### src/include/rtc_pkg.sv
// Constants, register map and state encoding of the clock control register bank.
// Summary of operation
// - Oscillator-stop flag is held clear while the flag-mask bit is set.
// - Power-fail enable bit gates the power-fail flag onto the interrupt pin.
// - Temperature-ready enable bit gates the measurement-ready flag onto the interrupt.
// - Countdown enable bit gates the timer-expiry flag onto the interrupt.
// - Second alarm enable bit gates the second alarm flag onto the interrupt.
// - First alarm enable bit gates the first alarm flag onto the interrupt.
// - Software reset holds logic and user registers in reset and stops the oscillator.
// - Retention bit selects data-retention mode; it resets to zero.
// - Bus timeout enable bit resets to one and arms the bus timeout.
// - Oscillator enable bit resets to one and runs the oscillator.
// - Raw clock enable bit drives the raw clock pin or floats it.
// - Raw frequency codes 0 to 7 give 1.0032 Hz doubling to 128.4179 Hz.
// - Raw frequency codes 8 and above give full oscillator rate; reset code 8.
// - Square-wave codes 0 to 5 give 1 to 32 Hz; 6 and 7 give 32 Hz.
// - Interrupt asserts when a status flag and its enable are both set.
// - Reading the status register clears its latched flags.
// - Oscillator-stop flag never drives the interrupt pin.
package rtc_pkg;

  localparam logic [7:0] ADDR_STATUS     = 8'h00;
  localparam logic [7:0] ADDR_INT_EN     = 8'h01;
  localparam logic [7:0] ADDR_SOFT_RESET = 8'h02;
  localparam logic [7:0] ADDR_CORE_CFG   = 8'h03;
  localparam logic [7:0] ADDR_CLK_CFG    = 8'h04;

  localparam int BIT_OSC_FLAG    = 6;
  localparam int BIT_POWER_FAIL_FLAG       = 5;
  localparam int BIT_TEMP        = 3;
  localparam int BIT_CNTDN       = 2;
  localparam int BIT_ALM2        = 1;
  localparam int BIT_ALM1        = 0;
  localparam int BIT_SOFT_RESET  = 0;
  localparam int BIT_RETENTION   = 4;
  localparam int BIT_I2C_TIMEOUT = 3;
  localparam int BIT_OSC_EN      = 1;
  localparam int BIT_RAW_EN      = 7;
  localparam int RAW_FREQ_MSB    = 6;
  localparam int RAW_FREQ_LSB    = 3;
  localparam int SQW_FREQ_MSB    = 2;
  localparam int SQW_FREQ_LSB    = 0;

  localparam logic [7:0] INT_EN_MASK    = 8'h6f;
  localparam logic [7:0] CORE_CFG_MASK  = 8'h1b;
  localparam logic [7:0] IRQ_SRC_MASK   = 8'h2f;
  localparam logic [7:0] STATUS_FLAGS   = 8'h6f;
  localparam logic [7:0] INT_EN_RST     = 8'h00;
  localparam logic [7:0] CORE_CFG_RST   = 8'h0a;
  localparam logic [7:0] CLK_CFG_RST    = 8'h40;
  localparam logic [7:0] STATUS_RST     = 8'h40;

  localparam logic [3:0] RAW_FULL_RATE_CODE = 4'h8;
  localparam logic [2:0] SQW_MAX_CODE       = 3'h5;
  localparam int         OSC_HZ             = 32875;
  localparam int         DIV_W              = 15;
  localparam int         BYTE_BITS          = 8;

  localparam int CLK_HZ         = 100_000_000;
  localparam int I2C_TIMEOUT_MS = 35;

  typedef enum logic [5:0] {
    ST_IDLE = 6'h01,
    ST_ADDR = 6'h02,
    ST_ACK  = 6'h04,
    ST_RX   = 6'h08,
    ST_TX   = 6'h10,
    ST_RACK = 6'h20
  } rtc_i2c_state_t;

endpackage

### src/hdl/rtc_clkdiv.sv
// Oscillator divider that produces the raw clock and square-wave outputs.
`timescale 1ns/1ps
module rtc_clkdiv
  import rtc_pkg::*;
(
  input  wire logic       i_clk_sys,
  input  wire logic       i_rst_n,
  input  wire logic       i_osc_clk,
  input  wire logic       i_run,
  input  wire logic       i_raw_en,
  input  wire logic [3:0] i_raw_sel,
  input  wire logic [2:0] i_sqw_sel,
  output logic            o_raw_pin,
  output logic            o_raw_oe,
  output logic            o_sqw_pin
);

  logic [2:0]       osc_sync_q;
  logic [DIV_W-1:0] div_q;
  logic [DIV_W-1:0] sqw_cnt_q;
  logic             osc_rise;
  logic             raw_d;

  // Half period in oscillator ticks; not an exact binary fraction, so the half period is truncated.
  function automatic logic [DIV_W-1:0] sqw_half(input logic [2:0] sel);
    logic [2:0] s;
    s = (sel > SQW_MAX_CODE) ? SQW_MAX_CODE : sel;
    sqw_half = DIV_W'((OSC_HZ / 2) >> s);
  endfunction

  always_ff @(posedge i_clk_sys) begin
    if (!i_rst_n) begin
      osc_sync_q <= 3'h0;
    end else begin
      osc_sync_q <= {osc_sync_q[1:0], i_osc_clk};
    end
  end

  assign osc_rise = osc_sync_q[1] & ~osc_sync_q[2];

  always_ff @(posedge i_clk_sys) begin
    if (!i_rst_n || !i_run) begin
      div_q <= '0;
    end else if (osc_rise) begin
      div_q <= div_q + 1'b1;
    end
  end

  always_comb begin
    if (i_raw_sel >= RAW_FULL_RATE_CODE) begin
      raw_d = osc_sync_q[1];
    end else begin
      raw_d = div_q[DIV_W - 1 - int'(i_raw_sel)];
    end
  end

  always_ff @(posedge i_clk_sys) begin
    if (!i_rst_n) begin
      o_raw_pin <= 1'b0;
      o_raw_oe  <= 1'b0;
    end else begin
      o_raw_pin <= raw_d & i_run;
      o_raw_oe  <= i_raw_en;
    end
  end

  always_ff @(posedge i_clk_sys) begin
    if (!i_rst_n || !i_run) begin
      sqw_cnt_q <= '0;
      o_sqw_pin <= 1'b0;
    end else if (osc_rise) begin
      if (sqw_cnt_q >= sqw_half(i_sqw_sel) - 1'b1) begin
        sqw_cnt_q <= '0;
        o_sqw_pin <= ~o_sqw_pin;
      end else begin
        sqw_cnt_q <= sqw_cnt_q + 1'b1;
      end
    end
  end

endmodule

### src/hdl/rtc_ctl_top.sv
// Control and configuration register bank with its serial bus slave and interrupt pin.
`timescale 1ns/1ps
module rtc_ctl_top
  import rtc_pkg::*;
#(
  // Bus address value is arbitrary.
  parameter logic [6:0]  DEV_ADDR       = 7'h2a,
  parameter int unsigned TIMEOUT_CYCLES = I2C_TIMEOUT_MS * (CLK_HZ / 1000)
) (
  input  wire logic i_clk_sys,
  input  wire logic i_rst_n,
  input  wire logic i_scl,
  input  wire logic i_sda,
  output logic      o_sda,
  output logic      o_sda_oe,
  input  wire logic i_osc_clk,
  input  wire logic i_power_fail,
  input  wire logic i_temp_ready,
  input  wire logic i_countdown_expired,
  input  wire logic i_alarm_two,
  input  wire logic i_alarm_one,
  output logic      o_int_n,
  output logic      o_raw_clock_pin,
  output logic      o_raw_clock_oe,
  output logic      o_square_wave_pin,
  output logic      o_retention_mode,
  output logic      o_i2c_timeout_en,
  output logic      o_oscillator_en,
  output logic      o_digital_reset
);

  localparam int TMO_W = 23;
  localparam logic [TMO_W-1:0] TMO_LIMIT = TMO_W'(TIMEOUT_CYCLES - 1);

  if (TIMEOUT_CYCLES < 1 || TIMEOUT_CYCLES >= (1 << TMO_W)) begin : g_bad_timeout
    $error("TIMEOUT_CYCLES out of range");
  end

  logic [2:0]     scl_sync_q;
  logic [2:0]     sda_sync_q;
  logic [1:0]     power_fail_flag_sync_q;
  logic           scl_s;
  logic           sda_s;
  logic           scl_rise;
  logic           scl_fall;
  logic           start_det;
  logic           stop_det;
  logic [TMO_W-1:0] tmo_cnt_q;
  logic           tmo_hit;

  rtc_i2c_state_t state_q;
  logic [7:0]     shift_q;
  logic [3:0]     bit_cnt_q;
  logic [7:0]     ptr_q;
  logic           ptr_ok_q;
  logic           rw_q;
  logic           nack_q;
  logic           sda_oe_q;
  logic           load_now;
  logic           wr_stb_q;
  logic [7:0]     wr_addr_q;
  logic [7:0]     wr_data_q;
  logic           rd_clr_q;
  logic [7:0]     rd_data;

  logic [7:0]     int_en_q;
  logic           soft_rst_q;
  logic [7:0]     core_cfg_q;
  logic [7:0]     clk_cfg_q;
  logic [7:0]     status_q;
  logic [7:0]     flag_set;
  logic           osc_run;
  logic           osc_en_q;
  logic           int_n_q;

  // Both bus lines are asynchronous to the system clock; only the second and third stages are used.
  always_ff @(posedge i_clk_sys) begin
    if (!i_rst_n) begin
      scl_sync_q   <= 3'h7;
      sda_sync_q   <= 3'h7;
      power_fail_flag_sync_q <= 2'h0;
    end else begin
      scl_sync_q   <= {scl_sync_q[1:0], i_scl};
      sda_sync_q   <= {sda_sync_q[1:0], i_sda};
      power_fail_flag_sync_q <= {power_fail_flag_sync_q[0], i_power_fail};
    end
  end

  assign scl_s     = scl_sync_q[1];
  assign sda_s     = sda_sync_q[1];
  assign scl_rise  = scl_s & ~scl_sync_q[2];
  assign scl_fall  = ~scl_s & scl_sync_q[2];
  assign start_det = scl_s & scl_sync_q[2] & sda_sync_q[2] & ~sda_s;
  assign stop_det  = scl_s & scl_sync_q[2] & ~sda_sync_q[2] & sda_s;

  // A master that stalls with the clock low would otherwise lock the slave up.
  always_ff @(posedge i_clk_sys) begin
    if (!i_rst_n || state_q == ST_IDLE || scl_s) begin
      tmo_cnt_q <= '0;
    end else if (tmo_cnt_q != TMO_LIMIT) begin
      tmo_cnt_q <= tmo_cnt_q + 1'b1;
    end
  end

  assign tmo_hit = core_cfg_q[BIT_I2C_TIMEOUT] && (tmo_cnt_q == TMO_LIMIT);

  // A read byte is fetched at the falling edge that ends an acknowledge.
  assign load_now = scl_fall && ((state_q == ST_ACK && rw_q) || (state_q == ST_RACK && !nack_q));

  always_ff @(posedge i_clk_sys) begin
    wr_stb_q <= 1'b0;
    rd_clr_q <= 1'b0;
    if (!i_rst_n) begin
      state_q   <= ST_IDLE;
      shift_q   <= 8'h00;
      bit_cnt_q <= 4'h0;
      ptr_q     <= 8'h00;
      ptr_ok_q  <= 1'b0;
      rw_q      <= 1'b0;
      nack_q    <= 1'b0;
      sda_oe_q  <= 1'b0;
      wr_addr_q <= 8'h00;
      wr_data_q <= 8'h00;
    end else if (stop_det || tmo_hit) begin
      state_q  <= ST_IDLE;
      sda_oe_q <= 1'b0;
    end else if (start_det) begin
      state_q   <= ST_ADDR;
      bit_cnt_q <= 4'h0;
      ptr_ok_q  <= 1'b0;
      sda_oe_q  <= 1'b0;
    end else if (load_now) begin
      shift_q   <= rd_data;
      sda_oe_q  <= ~rd_data[BYTE_BITS-1];
      ptr_q     <= ptr_q + 1'b1;
      rd_clr_q  <= (ptr_q == ADDR_STATUS);
      bit_cnt_q <= 4'h1;
      state_q   <= ST_TX;
    end else begin
      case (state_q)
        ST_IDLE: begin
          sda_oe_q <= 1'b0;
        end
        ST_ADDR: begin
          if (scl_rise) begin
            shift_q   <= {shift_q[6:0], sda_s};
            bit_cnt_q <= bit_cnt_q + 1'b1;
          end else if (scl_fall && bit_cnt_q == 4'(BYTE_BITS)) begin
            if (shift_q[7:1] == DEV_ADDR) begin
              rw_q     <= shift_q[0];
              sda_oe_q <= 1'b1;
              state_q  <= ST_ACK;
            end else begin
              state_q <= ST_IDLE;
            end
          end
        end
        ST_ACK: begin
          if (scl_fall) begin
            sda_oe_q  <= 1'b0;
            bit_cnt_q <= 4'h0;
            state_q   <= ST_RX;
          end
        end
        ST_RX: begin
          if (scl_rise) begin
            shift_q   <= {shift_q[6:0], sda_s};
            bit_cnt_q <= bit_cnt_q + 1'b1;
          end else if (scl_fall && bit_cnt_q == 4'(BYTE_BITS)) begin
            if (!ptr_ok_q) begin
              ptr_q    <= shift_q;
              ptr_ok_q <= 1'b1;
            end else begin
              wr_stb_q  <= 1'b1;
              wr_addr_q <= ptr_q;
              wr_data_q <= shift_q;
              ptr_q     <= ptr_q + 1'b1;
            end
            sda_oe_q <= 1'b1;
            state_q  <= ST_ACK;
          end
        end
        ST_TX: begin
          if (scl_fall) begin
            if (bit_cnt_q == 4'(BYTE_BITS)) begin
              sda_oe_q <= 1'b0;
              nack_q   <= 1'b1;
              state_q  <= ST_RACK;
            end else begin
              shift_q   <= {shift_q[6:0], 1'b0};
              sda_oe_q  <= ~shift_q[6];
              bit_cnt_q <= bit_cnt_q + 1'b1;
            end
          end
        end
        ST_RACK: begin
          if (scl_rise) begin
            nack_q <= sda_s;
          end else if (scl_fall) begin
            state_q <= ST_IDLE;
          end
        end
        default: begin
          state_q  <= ST_IDLE;
          sda_oe_q <= 1'b0;
        end
      endcase
    end
  end

  always_comb begin
    case (ptr_q)
      ADDR_STATUS:     rd_data = status_q;
      ADDR_INT_EN:     rd_data = int_en_q;
      ADDR_SOFT_RESET: rd_data = {7'h00, soft_rst_q};
      ADDR_CORE_CFG:   rd_data = core_cfg_q;
      ADDR_CLK_CFG:    rd_data = clk_cfg_q;
      default:         rd_data = 8'h00;
    endcase
  end

  // The reset bit itself must survive its own effect, so it has a register of its own.
  always_ff @(posedge i_clk_sys) begin
    if (!i_rst_n) begin
      soft_rst_q <= 1'b0;
    end else if (wr_stb_q && wr_addr_q == ADDR_SOFT_RESET) begin
      soft_rst_q <= wr_data_q[BIT_SOFT_RESET];
    end
  end

  always_ff @(posedge i_clk_sys) begin
    if (!i_rst_n || soft_rst_q) begin
      int_en_q   <= INT_EN_RST;
      core_cfg_q <= CORE_CFG_RST;
      clk_cfg_q  <= CLK_CFG_RST;
    end else if (wr_stb_q) begin
      case (wr_addr_q)
        ADDR_INT_EN:   int_en_q   <= wr_data_q & INT_EN_MASK;
        // The reserved bits are cleared by the mask; only bits 0, 1, 3 and 4 are stored.
        ADDR_CORE_CFG: core_cfg_q <= wr_data_q & CORE_CFG_MASK;
        ADDR_CLK_CFG:  clk_cfg_q  <= wr_data_q;
        default:       int_en_q   <= int_en_q;
      endcase
    end
  end

  assign osc_run = core_cfg_q[BIT_OSC_EN] & ~soft_rst_q;

  always_comb begin
    flag_set                = 8'h00;
    flag_set[BIT_OSC_FLAG]  = ~osc_run;
    flag_set[BIT_POWER_FAIL_FLAG]     = power_fail_flag_sync_q[1];
    flag_set[BIT_TEMP]      = i_temp_ready;
    flag_set[BIT_CNTDN]     = i_countdown_expired;
    flag_set[BIT_ALM2]      = i_alarm_two;
    flag_set[BIT_ALM1]      = i_alarm_one;
  end

  // A source that fires in the cycle of the clearing read stays latched.
  always_ff @(posedge i_clk_sys) begin
    if (!i_rst_n || soft_rst_q) begin
      status_q <= STATUS_RST;
    end else begin
      status_q <= (status_q & ~(rd_clr_q ? STATUS_FLAGS : 8'h00)) | flag_set;
      if (int_en_q[BIT_OSC_FLAG]) begin
        status_q[BIT_OSC_FLAG] <= 1'b0;
      end
    end
  end

  // The mask leaves the oscillator-stop bit out, so that flag can never reach the pin.
  always_ff @(posedge i_clk_sys) begin
    if (!i_rst_n) begin
      int_n_q <= 1'b1;
    end else begin
      int_n_q <= ~|(status_q & int_en_q & IRQ_SRC_MASK);
    end
  end

  always_ff @(posedge i_clk_sys) begin
    if (!i_rst_n) begin
      osc_en_q <= 1'b0;
    end else begin
      osc_en_q <= osc_run;
    end
  end

  rtc_clkdiv u_clkdiv (
    .i_clk_sys (i_clk_sys),
    .i_rst_n   (i_rst_n),
    .i_osc_clk (i_osc_clk),
    .i_run     (osc_run),
    .i_raw_en  (clk_cfg_q[BIT_RAW_EN]),
    .i_raw_sel (clk_cfg_q[RAW_FREQ_MSB:RAW_FREQ_LSB]),
    .i_sqw_sel (clk_cfg_q[SQW_FREQ_MSB:SQW_FREQ_LSB]),
    .o_raw_pin (o_raw_clock_pin),
    .o_raw_oe  (o_raw_clock_oe),
    .o_sqw_pin (o_square_wave_pin)
  );

  // Open-drain line: the pin is only ever pulled low, the enable carries the data.
  assign o_sda            = 1'b0;
  assign o_sda_oe         = sda_oe_q;
  assign o_int_n          = int_n_q;
  assign o_retention_mode = core_cfg_q[BIT_RETENTION];
  assign o_i2c_timeout_en = core_cfg_q[BIT_I2C_TIMEOUT];
  assign o_oscillator_en  = osc_en_q;
  assign o_digital_reset  = soft_rst_q;

endmodule

### config.mk
export PLATFORM = sky130hd
export DESIGN_NAME = rtc_ctl_top
export DESIGN_NICKNAME = d
export VERILOG_FILES = /design/src/include/rtc_pkg.sv /design/src/hdl/rtc_clkdiv.sv /design/src/hdl/rtc_ctl_top.sv
export SDC_FILE = /design/constraint.sdc
export NUM_CORES = 1
export LEC_CHECK = 0
export ABC_AREA = 1
export BUFFER_PORTS_ARGS = -buffer_cell sky130_fd_sc_hd__buf_4
export CORE_MARGIN = 4
export CORE_UTILIZATION = 40
export DETAILED_ROUTE_END_ITERATION = 6
export HOLD_SLACK_MARGIN = 0.12
export PLACE_DENSITY = 0.55
export SLEW_MARGIN = 5
export SYNTH_ARGS = -nofsm -noshare
export SYNTH_HDL_FRONTEND = slang
export SYNTH_SLANG_ARGS = --single-unit
### constraint.sdc
create_clock -name i_clk_sys -period 2.5 [get_ports i_clk_sys]
set_input_delay 0.25 -clock i_clk_sys [delete_from_list [all_inputs] [get_ports i_clk_sys]]
set_output_delay 0.25 -clock i_clk_sys [all_outputs]
set_load 0.01 [all_outputs]
==> results.py <==
metrics = {
    "outcome": {
        "status": "completed",
    },
    "placed_design": {
        "dp_hpwl_um": 13600,
        "dp_cells": 1386,
        "place.gp.congestion": 0.860,
        "portBuffers": 18,
    },
    "clocking": {
        "cts_sinks": 142,
        "cts_tree": "built",
        "clk_pin_slew_ns": 0.06,
        "numCtsBuffers": 17,
        "clock-root-buffer": "clkbuf_16",
        "cts.htree.levels": 4,
        "insertion_delay_ns": 0.42,
        "cts.path.max_buffers": 2,
    },
    "finish": {
        "antenna_cells": 0,
        "areaGrowthSynthToFinish_pct": 19.2,
        "drive_gt1_frac": 0.158,
        "layout_common_cells": "208 x nand2_1, 144 x nor2_1, 139 x dfxtp_1",
        "layout.cells.non_filler": 1433,
        "fillers": 1903,
        "fin_util": 0.487,
        "final_nets": 1197,
        "regArea_um2": 2850,
        "multi_input_area_um2": 4340,
        "final_common_cell": "nand2_1",
    },
    "route": {
        "via_per_inst": 4.92,
        "drc": 0,
        "drtAntennaViolNets": 0,
        "drt_iter0_markers": 436,
        "wirelength_um": 19000,
        "drt_first_pass_iters": 4,
        "vias": 7057,
        "wl_per_cell_um": 13.3,
    },
    "timing": {
        "worst_pin_slew_ns": 0.873,
        "finalHoldViolCount": 0,
        "finClkSkew_ns": 0.00809,
        "setup_viol": 0,
        "fmax_mhz": 412,
        "relSlewSlack": 0.417,
        "period_share": 0.971,
        "min_period_ns": 2.43,
        "slew_viol_final": 0,
        "grt_setup_unrepaired": "true",
    },
    "yosys": {
        "synth_seq_cells": 142,
        "synthCells": 1113,
        "synth-edff-count": 0,
        "synthDistinctLibCells": 47,
        "synthesis.nets": 1150,
        "synth_area_per_cell_um2": 6.91,
        "async_flop_share": 0,
        "synth.area.mux_share": 0,
        "synth-adder-area-share": 0.0439,
        "synth_xor_area_frac": 0.0216,
        "yosys_warnings": 0,
        "ys_seq_area_frac": 0.370,
        "synth_top_family_by_area": "simple AND/OR/NAND/NOR gates",
        "ys.flop_type": "dfxtp_1",
        "synth-simple-area-share": 0.345,
        "netlist_area_um2": 7690,
        "synth_compound_area_frac": 0.130,
    },
    "pwr": {
        "clock_power_share": 0.524,
        "swShare": 0.214,
        "leakagePower_nw": 3.73,
        "powerDensity_nw_per_um2": 573,
        "internal-power_mw": 4.13,
        "combPwrFrac": 0.038,
        "p_switching_mw": 1.12,
        "ir_drop_mv": 0.410,
        "power.share.sequential": 0.438,
    },
    "worst_setup_path": {
        "critPathRequiredTime_ns": 2.80,
        "start_kind": "register",
        "slowest_stage": "dfxtp_4",
        "slowest_delay_ns": 0.36,
        "crit_arrival_ns": 2.72,
        "critical_path.max_fanout": 10,
        "crit_type": "register to register",
        "cp-end-kind": "register",
        "crit_chain": "buf_8 > o21ai_2 > ha_4 > buf_4 > nand2_1 > o21a_1 > ha_4 > nand2_1 > nor2_1 > nand4_1 > nor2_1 > nand3_1 > nand3_2 > nand2_2 > nand2_4 > clkbuf_16 > nor3_2",
    },
    "floorplan": {
        "die_x_um": 147,
        "dieArea_um2": 21500,
        "core_um2": 18800,
        "initial_core_util": 0.409,
        "die-height_um": 147,
        "ios": 20,
        "rows": 50,
    },
    "global_routing": {
        "grt_pass1_wl_um": 31800,
        "grt_overflow": 0,
        "grt_max_degree": 49,
        "grt.total_usage": 0.179,
        "antenna_found_initial": 0,
        "grt_pass1_vias": 6514,
    },
    "flow_run": {
        "drv_cap": 0,
    },
    "worst_hold_path": {
        "holdCritPathClass": "input pin to register",
    },
}
-- cell families (layout without fill, tap and decap cells) --
family / Yosys count / in the layout
other cells: 1 / 1
simple gates: 569 / 569
flops: 142 / 142
xor+xnor: 19 / 19
buf+inv: 168 / 228
fa+ha+maj: 27 / 27
compound gates: 187 / 187
-- stage by stage --
| stage | setup WS [ns] | hold WS [ns] | power, mW | instance area [um^2] | setup TNS (ns) |
|---|---|---|---|---|---|
| 2_1_floorplan | 0.00904 | 0.348 | 2.48 | 7690 | 0 |
| 3_3_place_gp | 0.0481 | 0.397 | 2.53 | 8180 | 0 |
| 3_5_place_dp | -0.0361 | 0.399 | 2.53 | 8180 | -0.145 |
| 4_1_cts | 0.00000866 | 0.161 | 5.31 | 8910 | 0 |
| 5_1_grt | -0.0632 | 0.184 | 5.44 | 9170 | -0.610 |
| 6_report | 0.0723 | 0.182 | 5.25 | 9170 | 0 |
-- layout make-up --
type	count	area share
clock buffer	22	0.0528
clock inverter	10	0.0173
inverter	144	0.0598
multi-input combinational	803	0.473
sequential	142	0.311
tap	260	0.0355
timing repair buffer	52	0.0502
-- routing by layer --
layer	vias to the layer above	global-route usage	part of all wire
met5	-	0	0
met4	0	0.0386	0.0076
met3	9	0.0376	0.031
met2	102	0.290	0.47
met1	3209	0.245	0.50
li1	3737	-	-
-- flip-flops by register name, indices dropped and copies added (netlist names), 4 cells and up --
signal              flops
bit_cnt_q               4
clk_cfg_q               8
core_cfg_q              4
int_en_q                6
ptr_q                   8
shift_q                 8
state_q                 6
status_q                6
tmo_cnt_q              23
u_clkdiv.div_q         15
u_clkdiv.sqw_cnt_q     15
wr_addr_q               8
wr_data_q               8
-- power by group through the flow --
stage               sequential (mW)  clock [mW]  combinational [mW]
floorplan                      2.35           0               0.134
global placement               2.35           0               0.181
detailed placement             2.35           0               0.182
CTS                            2.30        2.82               0.193
global route                   2.30        2.92               0.224
finish                         2.30        2.75               0.199
-- cell usage after synthesis, types with 8 or more instances --
master,count,share of area
nand2_1,213,0.10
nor2_1,150,0.073
dfxtp_1,142,0.37
inv_1,122,0.060
a21oi_1,97,0.063
nand3_1,75,0.049
o21ai_0,54,0.035
nor3_1,36,0.023
nand4_1,29,0.024
ha_1,27,0.044
inv_2,17,0.0083
xor2_1,15,0.017
nor2_2,12,0.0098
o21ai_1,12,0.0078
nand3_2,11,0.014
clkbuf_1,9,0.0044
or2_2,9,0.0073
nand2_2,8,0.0065
-- worst max-delay path: cells and delay by family (launching register included) --
| family | cells | cell delay [ns] |
|---|---|---|
| and+or+nand+nor | 10 | 0.80 |
| buffers and inverters | 3 | 0.41 |
| adders and majority gates | 2 | 0.43 |
| AOI/OAI and AO/OA | 2 | 0.31 |
| DFF | 1 | 0.36 |
-- path summary, 6_finish.rpt --
kind | startpoint | endpoint | slack [ns] | cells after the start
setup reg to reg | clk_cfg_q[2] | u_clkdiv.sqw_cnt_q[9] | 0.07 | 17
setup / recovery | clk_cfg_q[2] | u_clkdiv.sqw_cnt_q[9] | 0.07 | 17
hold / removal | i_rst_n | bit_cnt_q[3] | 0.18 | 3
hold reg to reg | u_clkdiv.osc_sync_q[0] | u_clkdiv.osc_sync_q[1] | 0.41 | 2
-- what timing repair did --
| item | 4_1_cts | 5_1_grt |
|---|---|---|
| hold buffers | 8 | 0 |
| resized for setup | 2 | 52 |
| endpoints found under the hold margin | 8 | 0 |
| pin swaps | 0 | 14 |
| buffers inserted | 0 | 6 |
| endpoints found under the setup margin | 7 | 16 |
| gates cloned | 0 | 1 |
No activity file was read; power rests on OpenSTA's default activity.
